`config.mk`:
```
export PLATFORM = sky130hd
export DESIGN_NAME = scrc_core
export DESIGN_NICKNAME = d
export VERILOG_FILES = /design/src/hdl/scrc_pkg.sv /design/src/hdl/scrc_core.sv /design/src/hdl/scrc_frame_timer.sv /design/src/hdl/scrc_shadow.sv
export SDC_FILE = /design/constraint.sdc
export NUM_CORES = 1
export LEC_CHECK = 0
export BUFFER_PORTS_ARGS = -buffer_cell sky130_fd_sc_hd__buf_2
export CELL_PAD_IN_SITES_DETAIL_PLACEMENT = 0
export CELL_PAD_IN_SITES_GLOBAL_PLACEMENT = 1
export CORE_MARGIN = 3
export CORE_UTILIZATION = 50
export DETAILED_ROUTE_END_ITERATION = 16
export PLACE_DENSITY_LB_ADDON = 0.1
export RECOVER_POWER = 50
export SETUP_SLACK_MARGIN = 0.15
export SLEW_MARGIN = 40
export SYNTH_ARGS = -nofsm -noshare
export SYNTH_HDL_FRONTEND = slang
export SYNTH_SLANG_ARGS = --single-unit
```
`constraint.sdc`:
```
create_clock -name ref_clk -period 9.7 [get_ports ref_clk]
set_input_delay 0.97 -clock ref_clk [delete_from_list [all_inputs] [get_ports ref_clk]]
set_output_delay 0.97 -clock ref_clk [all_outputs]
set_load 0.02 [all_outputs]
```
`src/hdl/scrc_pkg.sv`:
```
package scrc_pkg;

    // ------------------------------------------------------------
    // Register bus
    // ------------------------------------------------------------
    localparam int ADDR_W = 8;
    localparam int DATA_W = 16;

    typedef struct packed {
        logic wr;
        logic rd;
        logic [ADDR_W-1:0] addr;
        logic [DATA_W-1:0] wdata;
    } scrc_req_s;

    // ------------------------------------------------------------
    // Register offsets
    // ------------------------------------------------------------
    localparam logic [ADDR_W-1:0] ADDR_HBLANK = 8'h07;
    localparam logic [ADDR_W-1:0] ADDR_SHUTTER = 8'h09;
    localparam logic [ADDR_W-1:0] ADDR_CTRL = 8'h0d;

    // ------------------------------------------------------------
    // Control register fields
    // ------------------------------------------------------------
    localparam int BIT_HOLD = 15;
    localparam int BIT_RESTART_BAD = 9;
    localparam int BIT_SHOW_BAD = 8;
    localparam int BIT_PROC_RESET = 5;
    localparam int BIT_OUT_DISABLE = 4;
    localparam int BIT_READOUT_EN = 3;
    localparam int BIT_STANDBY = 2;
    localparam int BIT_RESTART = 1;
    localparam int BIT_SOFT_RESET = 0;
    localparam logic [DATA_W-1:0] CTRL_MASK = 16'h833d;
    localparam logic [DATA_W-1:0] CTRL_RESET = 16'h0008;

    // ------------------------------------------------------------
    // Frame synchronised settings
    // ------------------------------------------------------------
    localparam int HBLANK_W = 11;
    localparam int SHUTTER_W = 16;
    localparam logic [HBLANK_W-1:0] HBLANK_RESET = 11'h0be;
    localparam logic [HBLANK_W-1:0] HBLANK_MIN_FULL = 11'h0ca;
    localparam logic [HBLANK_W-1:0] HBLANK_MIN_LOW = 11'h072;
    localparam logic [SHUTTER_W-1:0] SHUTTER_RESET = 16'h0219;

    // ------------------------------------------------------------
    // Readout geometry
    // ------------------------------------------------------------
    localparam int COL_W = 12;
    localparam int ROW_W = 11;
    localparam logic [COL_W-1:0] ACTIVE_COLS = 12'h040;
    localparam logic [ROW_W-1:0] ACTIVE_ROWS = 11'h030;
    localparam logic [ROW_W-1:0] FRAME_ROWS = 11'h038;

    // ------------------------------------------------------------
    // Core state
    // ------------------------------------------------------------
    typedef struct packed {
        logic [DATA_W-1:0] ctl;
        logic lp_meta;
        logic lp_sync;
        logic en_prev;
        logic restart_req;
        logic bad_cur;
        logic gate;
        logic [SHUTTER_W-1:0] integ;
        logic [DATA_W-1:0] rdata;
        logic fv;
        logic lv;
        logic oe;
        logic proc_rst;
        logic analog_en;
        logic sensor_rst;
    } scrc_core_s;

endpackage

```
`src/hdl/scrc_core.sv`:
```
// Overview of operation
// - Hold clear: brightness settings apply at frame boundary
// - Hold set: frame-synced settings frozen until cleared
// - Bad frame with restart bit forces readout restart
// - Show-bad clear: bad frames masked at output
// - Show-bad set: bad frames are output too
// - Processor-reset bit drives downstream reset directly
// - Output-disable bit drives video_oe low; all outputs stay driven
// - Readout enable zero stops; rising restarts frame
// - Analog standby disables analog; software clears readout
// - Restart bit abandons frame, waits one integration
// - Restart bit self-clears and always reads zero
// - Soft reset holds timing and frame-synced settings at power-up defaults
// - Horizontal blanking never below mode minimum
//
// Strobed register access was chosen for this implementation.
`timescale 1ns/100ps
module scrc_core (
    // Clock and reset
    input wire logic ref_clk,
    input wire logic rst_n,
    // Register port
    input wire scrc_pkg::scrc_req_s bus_req,
    output logic [scrc_pkg::DATA_W-1:0] rdata,
    // Readout mode pin
    input wire logic low_power_mode,
    // Video timing outputs
    output logic fv_out,
    output logic lv_out,
    output logic video_oe,
    // Side controls
    output logic proc_reset,
    output logic analog_en,
    output logic sensor_reset
);
    import scrc_pkg::*;

    scrc_core_s state;
    scrc_core_s next_state;

    // ------------------------------------------------------------
    // Decoded control fields
    // ------------------------------------------------------------
    logic hold;
    logic restart_bad;
    logic show_bad;
    logic readout_en;
    logic soft_rst;

    assign hold = state.ctl[BIT_HOLD];
    assign restart_bad = state.ctl[BIT_RESTART_BAD];
    assign show_bad = state.ctl[BIT_SHOW_BAD];
    assign readout_en = state.ctl[BIT_READOUT_EN];
    assign soft_rst = state.ctl[BIT_SOFT_RESET];

    // ------------------------------------------------------------
    // Write decode
    // ------------------------------------------------------------
    logic wr_ctl;
    logic wr_hblank;
    logic wr_shutter;
    logic restart_wr;

    function automatic logic reg_hit(input logic strobe, input logic [ADDR_W-1:0] addr,
        input logic [ADDR_W-1:0] index);
        return strobe && (addr == index);
    endfunction

    assign wr_ctl = reg_hit(bus_req.wr, bus_req.addr, ADDR_CTRL);
    assign wr_hblank = reg_hit(bus_req.wr, bus_req.addr, ADDR_HBLANK);
    assign wr_shutter = reg_hit(bus_req.wr, bus_req.addr, ADDR_SHUTTER);
    assign restart_wr = wr_ctl && bus_req.wdata[BIT_RESTART];

    // ------------------------------------------------------------
    // Frame synchronised settings
    // ------------------------------------------------------------
    logic frame_last;
    logic row_end;
    logic apply;
    logic [HBLANK_W-1:0] hb_staged;
    logic [HBLANK_W-1:0] hb_active;
    logic hb_changed;
    logic [SHUTTER_W-1:0] sh_staged;
    logic [SHUTTER_W-1:0] sh_active;

    assign apply = frame_last && !hold && !soft_rst;

    scrc_shadow #(
        .W(HBLANK_W),
        .RESET(HBLANK_RESET)
    ) u_hblank (
        .ref_clk(ref_clk),
        .rst_n(rst_n),
        .clr(soft_rst),
        .wr(wr_hblank),
        .wdata(bus_req.wdata[HBLANK_W-1:0]),
        .apply(apply),
        .staged(hb_staged),
        .active(hb_active),
        .changed(hb_changed)
    );

    scrc_shadow #(
        .W(SHUTTER_W),
        .RESET(SHUTTER_RESET)
    ) u_shutter (
        .ref_clk(ref_clk),
        .rst_n(rst_n),
        .clr(soft_rst),
        .wr(wr_shutter),
        .wdata(bus_req.wdata),
        .apply(apply),
        .staged(sh_staged),
        .active(sh_active),
        .changed()
    );

    // ------------------------------------------------------------
    // Effective horizontal blanking
    // ------------------------------------------------------------
    logic [HBLANK_W-1:0] hb_min;
    logic [HBLANK_W-1:0] hb_eff;

    assign hb_min = state.lp_sync ? HBLANK_MIN_LOW : HBLANK_MIN_FULL;
    assign hb_eff = (hb_active < hb_min) ? hb_min : hb_active;

    // ------------------------------------------------------------
    // Readout timing
    // ------------------------------------------------------------
    logic t_lv;
    logic t_fv;
    logic t_run;

    assign t_run = readout_en && !soft_rst;

    scrc_frame_timer u_timer (
        .ref_clk(ref_clk),
        .rst_n(rst_n),
        .run(t_run),
        .restart(state.restart_req || soft_rst),
        .hblank(hb_eff),
        .lv(t_lv),
        .fv(t_fv),
        .row_end(row_end),
        .frame_last(frame_last)
    );

    // ------------------------------------------------------------
    // Next state
    // ------------------------------------------------------------
    logic show;
    logic bad_restart;

    always_comb begin
        next_state = state;
        next_state.restart_req = 1'b0;
        next_state.rdata = '0;
        bad_restart = 1'b0;

        // Low power pin synchroniser
        next_state.lp_meta = low_power_mode;
        next_state.lp_sync = state.lp_meta;

        // Control register store
        if (wr_ctl) begin
            next_state.ctl = bus_req.wdata & CTRL_MASK;
        end

        // Readback
        if (bus_req.rd) begin
            unique case (bus_req.addr)
                ADDR_CTRL: next_state.rdata = state.ctl & CTRL_MASK;
                ADDR_HBLANK: next_state.rdata = DATA_W'(hb_staged);
                ADDR_SHUTTER: next_state.rdata = sh_staged;
                default: next_state.rdata = '0;
            endcase
        end

        // Readout enable edge
        next_state.en_prev = readout_en;

        if (soft_rst) begin
            next_state.bad_cur = 1'b0;
            next_state.gate = 1'b1;
            next_state.integ = '0;
        end else begin
            // Integration wait counts rows; its end starts a fresh frame
            if (row_end && (state.integ != '0)) begin
                next_state.integ = state.integ - 16'h0001;
                if (state.integ == 16'h0001) begin
                    next_state.restart_req = 1'b1;
                    next_state.gate = 1'b1;
                end
            end
            // Frame boundary: judge next frame
            if (frame_last) begin
                next_state.bad_cur = 1'b0;
                next_state.gate = (next_state.integ == '0);
            end
            // First frame after a geometry change is bad
            if (hb_changed) begin
                next_state.bad_cur = 1'b1;
                bad_restart = restart_bad;
            end
            // Restart sources
            if (restart_wr || bad_restart || (readout_en && !state.en_prev)) begin
                next_state.restart_req = 1'b1;
                next_state.integ = sh_active;
                next_state.gate = (sh_active == '0);
                next_state.bad_cur = 1'b0;
            end
        end

        // Output stage
        show = show_bad || !next_state.bad_cur;
        // Counters still show the old frame while a restart lands
        next_state.fv = t_fv && next_state.gate && show && !soft_rst && !state.restart_req;
        next_state.lv = t_lv && next_state.gate && show && !soft_rst && !state.restart_req;
        next_state.oe = !next_state.ctl[BIT_OUT_DISABLE];
        next_state.proc_rst = next_state.ctl[BIT_PROC_RESET];
        next_state.analog_en = !next_state.ctl[BIT_STANDBY];
        next_state.sensor_rst = next_state.ctl[BIT_SOFT_RESET];
    end

    // ------------------------------------------------------------
    // State register
    // ------------------------------------------------------------
    always_ff @(posedge ref_clk or negedge rst_n) begin
        if (!rst_n) begin
            state <= '0;
            state.ctl <= CTRL_RESET;
            state.en_prev <= 1'b1;
            state.gate <= 1'b1;
            state.oe <= 1'b1;
            state.analog_en <= 1'b1;
        end else begin
            state <= next_state;
        end
    end

    // ------------------------------------------------------------
    // Outputs
    // ------------------------------------------------------------
    assign rdata = state.rdata;
    assign fv_out = state.fv;
    assign lv_out = state.lv;
    assign video_oe = state.oe;
    assign proc_reset = state.proc_rst;
    assign analog_en = state.analog_en;
    assign sensor_reset = state.sensor_rst;
endmodule

```
`src/hdl/scrc_frame_timer.sv`:
```
`timescale 1ns/100ps
module scrc_frame_timer (
    // Clock and reset
    input wire logic ref_clk,
    input wire logic rst_n,
    // Control
    input wire logic run,
    input wire logic restart,
    input wire logic [scrc_pkg::HBLANK_W-1:0] hblank,
    // Timing
    output logic lv,
    output logic fv,
    output logic row_end,
    output logic frame_last
);
    import scrc_pkg::*;

    typedef struct packed {
        logic [COL_W-1:0] col;
        logic [ROW_W-1:0] row;
    } scrc_timer_s;

    scrc_timer_s state;
    scrc_timer_s next_state;
    logic [COL_W-1:0] len_m1;

    assign len_m1 = ACTIVE_COLS + COL_W'(hblank) - 12'h001;
    // Guard against a shorter row arriving mid-row
    assign row_end = run && !restart && (state.col >= len_m1);
    assign frame_last = row_end && (state.row == FRAME_ROWS - 11'h001);
    assign lv = run && (state.col < ACTIVE_COLS) && (state.row < ACTIVE_ROWS);
    assign fv = run && (state.row < ACTIVE_ROWS);

    // ------------------------------------------------------------
    // Column and row counters
    // ------------------------------------------------------------
    always_comb begin
        next_state = state;
        if (restart) begin
            next_state = '0;
        end else if (run) begin
            if (row_end) begin
                next_state.col = '0;
                next_state.row = frame_last ? '0 : state.row + 11'h001;
            end else begin
                next_state.col = state.col + 12'h001;
            end
        end
    end

    always_ff @(posedge ref_clk or negedge rst_n) begin
        if (!rst_n) begin
            state <= '0;
        end else begin
            state <= next_state;
        end
    end
endmodule

```
`src/hdl/scrc_shadow.sv`:
```
`timescale 1ns/100ps
module scrc_shadow #(
    parameter int W = 16,
    parameter logic [W-1:0] RESET = '0
) (
    // Clock and reset
    input wire logic ref_clk,
    input wire logic rst_n,
    // Control
    input wire logic clr,
    input wire logic wr,
    input wire logic [W-1:0] wdata,
    input wire logic apply,
    // Values
    output logic [W-1:0] staged,
    output logic [W-1:0] active,
    output logic changed
);
    import scrc_pkg::*;

    typedef struct packed {
        logic [W-1:0] staged;
        logic [W-1:0] active;
        logic changed;
    } scrc_shadow_s;

    scrc_shadow_s state;
    scrc_shadow_s next_state;

    // ------------------------------------------------------------
    // Staging and frame boundary transfer
    // ------------------------------------------------------------
    always_comb begin
        next_state = state;
        next_state.changed = 1'b0;
        if (clr) begin
            next_state.staged = RESET;
            next_state.active = RESET;
        end else begin
            if (wr) begin
                next_state.staged = wdata;
            end
            if (apply) begin
                next_state.active = state.staged;
                next_state.changed = (state.staged != state.active);
            end
        end
    end

    always_ff @(posedge ref_clk or negedge rst_n) begin
        if (!rst_n) begin
            state <= '{staged: RESET, active: RESET, changed: 1'b0};
        end else begin
            state <= next_state;
        end
    end

    assign staged = state.staged;
    assign active = state.active;
    assign changed = state.changed;
endmodule

```
* Word-level counts from Yosys, hierarchy flattened
Index checks and enable logic that the tools add are counted.
Storage, ports and cells: bits in read-only memories 0, output and inout bits 22, latch bits 0, logic and storage cells 112, bits in writable memories 0, memories 0, bits in registers 130
Cells by class: multipliers 0, magnitude comparators 4, reductions and logical operators 44, eq/ne operators 7, $add $sub $neg 5, muxes and demuxes 29, div/mod/pow operators 0, bitwise logic cells 0, shifts and indexed selects 0
Operator list (number):
- $mux W17 | 3
- $pmux W16 S3 | 1
- $mux W23 | 2
- $mux W11 | 4
- $logic_not A16 Y1 | 2
- $mux W16 | 2
- $mux W32 | 1
- $mux W12 | 2
- $logic_and A1 B1 Y1 | 23
- $mux W22 | 1
- $mux W19 | 1
- $mux W18 | 1
- $eq A16 B1 Y1 const B | 1
- $eq A8 B4 Y1 const B | 2
- $ne A16 B16 Y1 | 1
- $reduce_bool A16 Y1 | 1
- $sub A16 B1 Y16 const B | 1
- $add A12 B1 Y12 const B | 1
- $add A7 B11 Y12 const A | 1
- $ge A12 B12 Y1 | 1
- $lt A12 B7 Y1 const B | 1
- $sub A12 B1 Y12 const B | 1
- $add A11 B1 Y11 const B | 1
- $eq A11 B6 Y1 const B | 1
- 12 further kinds | 33

* Logic depth before layout (Yosys ltp)
Gate-level depths: netlist (run 1).
depth in word-level cells 20, mapped depth 25, depth with buffers taken out 23

* By module
From an unflattened synthesis (run 1), not the netlist that was laid out.
Second synthesis, totals: cells, all modules 730, area total of the unflattened synthesis 7289.5 µm²
By module, submodules not included:
- scrc_core | cells each 316, times used 1, area an instance 3009.1 µm², sequential area each 1257.5 µm²
- scrc_frame_timer | cells each 200, times used 1, area an instance 1690.4 µm², sequential area each 575.6 µm²
- scrc_shadow at u_shutter | cells each 127, times used 1, area an instance 1524.0 µm², sequential area each 835.8 µm²
- scrc_shadow at u_hblank | cells each 87, times used 1, area an instance 1066.0 µm², sequential area each 590.6 µm²

* Least setup slack after synthesis (run 1)
Ideal clock, no wire load.
path kind reg-to-reg, from reg u_hblank.state (netlist bit u_hblank.active[3]), to reg state[32] (netlist bit), buffers on the path 1, period minus slack after synthesis 5409 ps, data required time 9606 ps, slack 4291 ps, arrival time 5315 ps, library setup time 94 ps, stages on the path, launching flop included 25, cells stage by stage dfstp_2 ha_1 o21a_1 o21ai_0 nand2b_1 a21o_1 a31oi_1 clkbuf_1 nor2_1 ha_1 nand2_1 nor3_1 nand3b_1 mux2i_1 nand3_1 xor2_1 ha_1 nand4_1 or3_1 o32a_1 a211oi_2 nand3_1 or4_1 xor2_1 a211oi_1
RTL lines:
- from (decl) | line scrc_shadow.sv:27 | scrc_shadow_s state;
- from (signal assigned) | line scrc_shadow.sv:52 | state <= '{staged: RESET, active: RESET, changed: 1'b0};
- from (signal assigned) | line scrc_shadow.sv:54 | state <= next_state;
- to (signal assigned) | line scrc_core.sv:237 | state <= next_state;
- to (decl) | line scrc_core.sv:38 | scrc_core_s state;

==> results of run 1 <==
## final cells by class
type,instances,area [µm²]
multi-input combinational,543,3230
timing repair buffer,57,279
clock buffer,22,464
fill,1163,5330
clock inverter,10,87.6
inverter,11,41.3
sequential,128,3240
tap,172,215
## kinds of logic (layout without fill, tap and decap cells)
group	count (synthesis)	after routing	share of synthesized area, %
DFF	128	128	48.1
adders and majority gates	21	21	3.91
AOI/OAI and AO/OA	136	136	13.1
and+or+nand+nor	329	329	22.9
buffers and inverters	60	100	4.26
muxes	13	13	2.05
xor gates and xnor gates	44	44	5.73
## layout by cell type, fill, tap and decap left out, types with 3 or more instances in the layout
cell	Yosys	final
nand2_1	142	142
dfrtp_1	103	102
nor2_1	72	71
o21ai_0	43	43
a21oi_1	34	34
buf_2	1	34
xnor2_1	27	27
dfstp_2	25	24
nand3_1	23	23
ha_1	21	21
clkbuf_1	31	20
xor2_1	17	17
clkbuf_16	0	17
nor3_1	16	16
nand4_1	12	12
nor4_1	11	10
a211oi_1	10	10
and3_1	10	10
inv_1	10	10
a22oi_1	9	9
mux2i_1	7	7
or3_1	7	7
nor2b_1	7	7
o211ai_1	6	6
mux2_2	6	6
buf_4	16	6
or4_1	5	5
clkinv_2	0	5
o311a_1	4	4
a222oi_1	4	4
nand2b_1	4	4
a311oi_1	3	3
or2_2	3	3
o21a_1	3	3
o2111ai_1	3	3
## layer usage
| metal | vias to the layer above | routed length [µm] | track usage, % |
|---|---|---|---|
| li1 | 2616 | - | - |
| met1 | 2672 | 7790 | 33.3 |
| met2 | 146 | 8070 | 38.5 |
| met3 | 24 | 833 | 5.34 |
| met4 | 0 | 274 | 8.19 |
| met5 | - | 0 | 0 |
## how the worst min path moves through the flow
stage / to / cells after the start
floorplan: state[42] / 0
CTS: state[42] / 0
global route: state[42] / 0
global placement: state[42] / 0
detailed placement: state[42] / 0
finish: state[42] / 0
## power breakdown
group	internal [mW]	switching, mW	total (mW)
clock	0.364	0.231	0.595
combinational	0.126	0.171	0.297
sequential	0.613	0.0855	0.698
total	1.10	0.488	1.59
## per-stage QoR
stage | instances | setup slack (ns) | power [mW] | util, % | hold slack (ns)
3_3_place_gp | 909 | 3.73 | 1.00 | 54.4 | 0.354
5_1_grt | 943 | 2.22 | 1.68 | 58.6 | 0.376
3_5_place_dp | 911 | 3.81 | 1.00 | 54.7 | 0.343
4_1_cts | 943 | 3.75 | 1.60 | 58.9 | 0.373
6_report | 943 | 3.48 | 1.59 | 58.6 | 0.369
2_1_floorplan | 731 | 4.29 | 0.899 | - | 0.331
## state kept, by name, summed over array words and instances, names as in the netlist
signal / cells
hold: 1
fv_out: 1
next_state: 2
soft_rst: 1
lv_out: 1
state: 24
u_hblank.changed: 1
restart_bad: 1
u_timer.state: 23
u_shutter.staged: 16
u_hblank.active: 11
analog_en: 1
show_bad: 1
u_hblank.staged: 11
rdata: 16
video_oe: 1
u_shutter.active: 16
==> results.md, run 1 <==
- Die area: 14900 µm²
- First-pass GRT wire length: 27900 µm
- CTS tree: yes
- #FFs+latches synth: 128
- Delay-heaviest family, CP: buffers and inverters
- RSZ-0062 raised after global routing: false
- Fmax: 161 MHz
- Worst vdd ir: 0.000124 V
- Crit Path Category: input port to async pin
- Critical Path End Type: async pin
- Crit share post-route: 64.2%
- DRT Wirelength: 17000 µm
- Routed WL per cell: 18.0 µm
- Number of enable flip-flop cells after synthesis: 0
- Setup violators final: 0
- Distinct cells, synth: 59
- CP cell instances: clkbuf_1 -> clkbuf_1
- GRT overflow: 0
- Drt pass-1 iters: 7
- Clock buffer depth: 2
- Cell depth of the worst setup path: 2
- Area share of the largest cell type after synthesis: 38.3%
- Crit path launch: rst_n
- Worst rel slew slack: -169%
- Slew @ Worst Pin: 4.04 ns
- Worst Path Max Fanout: 75
- Reg2Reg Depth: 23
- CTS Hold Bufs: 0
- Most frequent cells after synthesis: 142 x nand2_1, 103 x dfrtp_1, 72 x nor2_1
- # nets final: 808
- Row count: 41
- Setup tns final: 0 ns
- Syn Nets: 781
- Max-cap violation count: 2
- Area Growth Syn to Fin: 12.3%
- Starting Density: 52.2%
- Clock latency on the worst-skew pair: 0.42 ns
- Min-delay worst type: register to register
- Slowest cell on crit path: clkbuf_1
- CP dominant cell by count: clkbuf_1
- Port buffer count: 50
- Status: complete, but fails checks
- Share of post-route cells with drive strength above 1: 15.3%
- Pwr Density: 211 nW/µm²
- Final min period: 6.22 ns
- Final ANT Viol Nets: 0
- Vias: 5458
- LEAKAGE: 3.28 nW
- CP peak stage delay: 2.80 ns
- Critical Path Start Type: input port
- Die Ht: 122 µm
- Syn avg cell area: 9.20 µm²
- Crit path to: soft_rst
- Initial antenna violation count: 0
- DRT iter0 DRCs: 375
- CORE AREA: 12900 µm²
- Register-to-register setup slack: 3.79 ns
- Most frequent cell after synthesis: nand2_1
- Ports: 51
- GPL Wtd Cong: 0.894
- HP Start: next_state[42]
- H-Tree Depth: 4
- Clock root cell: clkbuf_16
- Placed cell area: 7040 µm²
- FF-to-FF Start: u_hblank.active[3]
- Die span in x: 122 µm
- Vias per cell: 5.79
- Crit path buf inv count: 2
- Diode count: 0
- Warnings, synthesis: 0
- CTS resizes: 0
- Post-CTS setup buffers: 0
- Failing checks: capacitance limit, slew limit
- Vias in the first global route: 5323
- Synth async-reset ratio: 100%
- Reg clk slew, reported paths: 0.05 ns
- CTS Buf Count: 17
- Post-route DRC: 0
- Clk sink count: 128
- CP arrival: 5.93 ns
- All-Layer GR Usage: 24.3%
- Leading area contributor after synthesis: dfrtp_1
- Top post-synthesis cells by area: dfrtp_1 38%, dfstp_2 9.8%, nand2_1 7.9%, nor2_1 4.0%, ha_1 3.9%
- Seq/Total Area, Yosys: 48.1%
- Syn Std Cell Area: 6720 µm²
- Syn Inst Count: 731
- Dpl hpwl: 11800 µm
- Largest net degree at the start of global routing: 76
- Post-route clock skew: 0.0132 ns
- Dominant synthesized flop cell: dfrtp_1
- Max Transition Viols Final: 131
- R2R Path End: state[32]
- Final-report hold violation count: 0
- Finished Cell Area: 7550 µm²
- CP required: 9.41 ns
(Power assumes the default switching activity.)
==> run 2, diff against run 1 <==
--- a/config.mk
+++ b/config.mk
@@ -5,11 +5,12 @@
 export SDC_FILE = /design/constraint.sdc
 export NUM_CORES = 1
 export LEC_CHECK = 0
+export ABC_AREA = 1
 export BUFFER_PORTS_ARGS = -buffer_cell sky130_fd_sc_hd__buf_2
 export CELL_PAD_IN_SITES_DETAIL_PLACEMENT = 0
 export CELL_PAD_IN_SITES_GLOBAL_PLACEMENT = 1
 export CORE_MARGIN = 3
-export CORE_UTILIZATION = 50
+export CORE_UTILIZATION = 41
 export DETAILED_ROUTE_END_ITERATION = 16
 export PLACE_DENSITY_LB_ADDON = 0.1
 export RECOVER_POWER = 50
==> constraint.sdc (replaced) <==
create_clock -name ref_clk -period 5.7 [get_ports ref_clk]
set_input_delay 0.57 -clock ref_clk [delete_from_list [all_inputs] [get_ports ref_clk]]
set_output_delay 0.57 -clock ref_clk [all_outputs]
set_load 0.02 [all_outputs]
==> run 2 against run 1 <==
Clock power is 71% higher. Wire length is 8.4% higher. Highest routed layer unchanged. Via count is 8.6% higher. The flow still finishes with violations (capacitance limit, slew limit). Utilization is 11 points lower. Critical path depth is 26 higher. Clock-buffer cell count is 3 lower. Largest power group is now clock.
==> results.md, run 2 <==
- HP Start: low_power_mode (was next_state[42])
- Ports: 51 (unchanged)
- CTS resizes: 0 (unchanged)
- Net Sw Power: 0.584 mW (was 0.488 mW)
- CP arrival: 4.83 ns (was 5.93 ns)
- LEAKAGE: 3.90 nW (was 3.28 nW)
- Clk sink count: 128 (unchanged)
- Hold Path Stages: 1 (was 0)
- Worst rel slew slack: -167% (was -169%)
- Critical Path End Type: register (was async pin)
- R2R Path End: u_timer.state[10] (was state[32])
- Row count: 47 (was 41)
- Share of post-route cells with drive strength above 1: 11.2% (was 15.3%)
- CP required: 6.00 ns (was 9.41 ns)
- Post-route DRC: 0 (unchanged)
- Most frequent cell after synthesis: nand2_1 (unchanged)
- H-Tree Depth: 4 (unchanged)
- Max Transition Viols Final: 73 (was 131)
- Drt pass-1 iters: 5 (was 7)
- Critical Path Start Type: register (was input port)
- Routed WL per cell: 15.6 µm (was 18.0 µm)
- Post-route clock skew: 0.0129 ns (was 0.0132 ns)
- Syn Nets: 960 (was 781)
- FF-to-FF Start: u_hblank.active[3] (unchanged)
- Hold Path End: next_state[42] (was state[42])
- Vias in the first global route: 5900 (was 5323)
- DRT Wirelength: 18400 µm (was 17000 µm)
- Dpl hpwl: 13700 µm (was 11800 µm)
- Clock root cell: clkbuf_16 (unchanged)
- CP peak stage delay: 0.57 ns (was 2.80 ns)
- Vias: 5927 (was 5458)
- CORE AREA: 16800 µm² (was 12900 µm²)
- Final-report hold violation count: 0 (unchanged)
- Status: complete, but fails checks (unchanged)
- Largest regs: state (24), u_timer.state (23) (unchanged)
- Post-CTS setup buffers: 0 (unchanged)
- Most frequent cells in the layout: 193 x nand2_1, 165 x inv_1, 103 x dfrtp_1, 88 x nor2_1, 41 x o21ai_0 (was 142 x nand2_1, 102 x dfrtp_1, 71 x nor2_1, 43 x o21ai_0)
- RSZ-0062 raised after global routing: false (unchanged)
- Clock latency on the worst-skew pair: 0.42 ns (about the same)
- Max reg flops: 24 (unchanged)
- Most frequent cells after synthesis: 193 x nand2_1, 165 x inv_1, 103 x dfrtp_1 (was 142 x nand2_1, 103 x dfrtp_1, 72 x nor2_1)
- Syn Std Cell Area: 7130 µm² (was 6720 µm²)
- Die area: 19000 µm² (was 14900 µm²)
- Setup violators final: 0 (unchanged)
- Synth async-reset ratio: 100% (unchanged)
- Internal power: 1.56 mW (was 1.10 mW)
- # nets final: 996 (was 808)
- Area Growth Syn to Fin: 11.5% (was 12.3%)
- GPL Wtd Cong: 0.863 (was 0.894)
- CTS Buf Count: 17 (unchanged)
- Min-delay worst type: input port to register (was register to register)
- Port buffer count: 50 (unchanged)
- Distinct cells, synth: 43 (was 59)
- Starting Density: 42.4% (was 52.2%)
- Clock buffer depth: 2 (unchanged)
- Warnings, synthesis: 0 (unchanged)
- Setup tns final: 0 ns (unchanged)
- Seq/Total Area, Yosys: 45.4% (was 48.1%)
- CTS Hold Bufs: 0 (unchanged)
- Diode count: 0 (unchanged)
- Fill cells: 1715 (was 1163)
- Reg with most FFs: state (unchanged)
- DRT iter0 DRCs: 436 (was 375)
- Pwr Density: 270 nW/µm² (was 211 nW/µm²)
- Die Ht: 138 µm (was 122 µm)
- Initial antenna violation count: 0 (unchanged)
- Slowest cell on crit path: dfstp_2 (was clkbuf_1)
- CP dominant cell by count: nand2_1 (was clkbuf_1)
- Leading area contributor after synthesis: dfrtp_1 (unchanged)
- Syn avg cell area: 7.84 µm² (was 9.20 µm²)
- #FFs+latches synth: 128 (unchanged)
- Vias per cell: 5.03 (was 5.79)
- Sequential share of power: 43.8% (was 43.9%)
- All-Layer GR Usage: 20.4% (was 24.3%)
- Comb power frac: 8.8% (was 18.7%)
- Number of enable flip-flop cells after synthesis: 0 (unchanged)
- Register-to-register setup slack: 1.17 ns (was 3.79 ns)
- Sw Ratio: 27.2% (was 30.7%)
- Area share of the largest cell type after synthesis: 36.1% (was 38.3%)
- Power share of the clock group: 47.4% (was 37.4%)
- Die span in x: 138 µm (was 122 µm)
- Worst hold slack: 0.250 ns (was 0.369 ns)
- Max-cap violation count: 1 (was 2)
- Final ANT Viol Nets: 0 (unchanged)
- CTS tree: yes (unchanged)
- Worst Path Max Fanout: 18 (was 75)
- Failing checks: capacitance limit, slew limit (unchanged)
- Crit share post-route: 79.4%
- GRT overflow: 0 (unchanged)
- Reg2Reg Depth: 28 (was 23)
- Largest net degree at the start of global routing: 73 (was 76)
- Syn Inst Count: 910 (was 731)
- Top post-synthesis cells by area: dfrtp_1 36%, nand2_1 10%, dfstp_2 9.2%, inv_1 8.7%, nor2_1 4.6% (was dfrtp_1 38%, dfstp_2 9.8%, nand2_1 7.9%, nor2_1 4.0%, ha_1 3.9%)
- Final min period: 4.53 ns
- First-pass GRT wire length: 30200 µm (was 27900 µm)
- Crit Path Category: register to register (was input port to async pin)
- Worst vdd ir: 0.000279 V (was 0.000124 V)
- Fmax: 221 MHz
- Dominant synthesized flop cell: dfrtp_1 (unchanged)
- Reg clk slew, reported paths: 0.06 ns (was 0.05 ns)
- Slew @ Worst Pin: 4.01 ns (was 4.04 ns)
- Most common cell after layout, fill and taps aside: nand2_1 (unchanged)
## run 2: cell count changes after synthesis, sizes merged, moves of 10 or more
cell    delta
o22ai     +39
xnor2     -23
a211oi    -10
nand2     +55
nor2      +22
inv      +157
clkbuf    -21
nand4     +12
nand3     +14
## run 2: cell families (layout without fill, tap and decap cells)
family	after synthesis	count (layout)	share of synthesized area [%]
AND/OR/NAND/NOR	387	387	24.1
buffers and inverters	204	253	12.1
AO/OA/AOI/OAI	140	140	11.1
flip-flops	128	128	45.4
XOR/XNOR	30	30	3.68
adder cells (fa/ha/maj)	21	21	3.68
## run 2: stage by stage
step                      cells  utilization (%)  worst slack, ns  power (mW)  cell area, µm²
after floorplan             910                -             1.93        1.08            7130
after global placement     1147             44.3             1.36        1.15            7450
after detailed placement   1147             44.3             1.20        1.15            7450
after CTS                  1179             47.6             1.16        2.17            8010
after global routing       1179             47.3            0.314        2.24            7950
final                      1179             47.3             1.17        2.15            7950
## run 2: metal layers
metal / wire (µm) / share of wire (%) / track usage, %
met1: 8980 / 49 / 28.6
met4: 327 / 1.8 / 6.75
met5: 0 / 0 / 0
met3: 551 / 3.0 / 3.52
met2: 8540 / 46 / 32.1
## run 2: worst max-delay path by stage
stage                     depth (start not counted)               start  slack [ns]                   to
after floorplan                                  30  u_hblank.active[3]        1.93  u_shutter.active[0]
after global placement                           26  u_hblank.active[3]        1.36     u_hblank.changed
after detailed placement                         28  u_hblank.active[3]        1.20    u_timer.state[10]
after CTS                                        28  u_hblank.active[3]        1.16    u_timer.state[10]
after global routing                              2               rst_n        0.31   u_hblank.active[9]
final                                            28  u_hblank.active[3]        1.17    u_timer.state[10]
## run 2: worst max-delay path: cells and delay by family, from the launching register on
family	cells	cell delay, ns
AO/OA/AOI/OAI	6	0.75
adder cells (fa/ha/maj)	2	0.50
buffers and inverters	2	0.12
flip-flops	1	0.57
AND/OR/NAND/NOR	18	2.45
## run 2: layout make-up
class	count	area (µm²)	area share, %
tap	220	275	3.46
sequential	128	3230	40.7
clock inverter	13	101	1.27
clock buffer	19	453	5.70
inverter	168	631	7.93
multi-input combinational	578	3020	37.9
timing repair buffer	53	243	3.05
## run 2: power groups by stage
stage | Clock (mW) | Combinational [mW] | Sequential, mW
2_1_floorplan | 0 | 0.128 | 0.951
3_3_place_gp | 0 | 0.191 | 0.956
3_5_place_dp | 0 | 0.193 | 0.957
4_1_cts | 1.03 | 0.194 | 0.941
5_1_grt | 1.08 | 0.218 | 0.943
6_report | 1.02 | 0.189 | 0.941
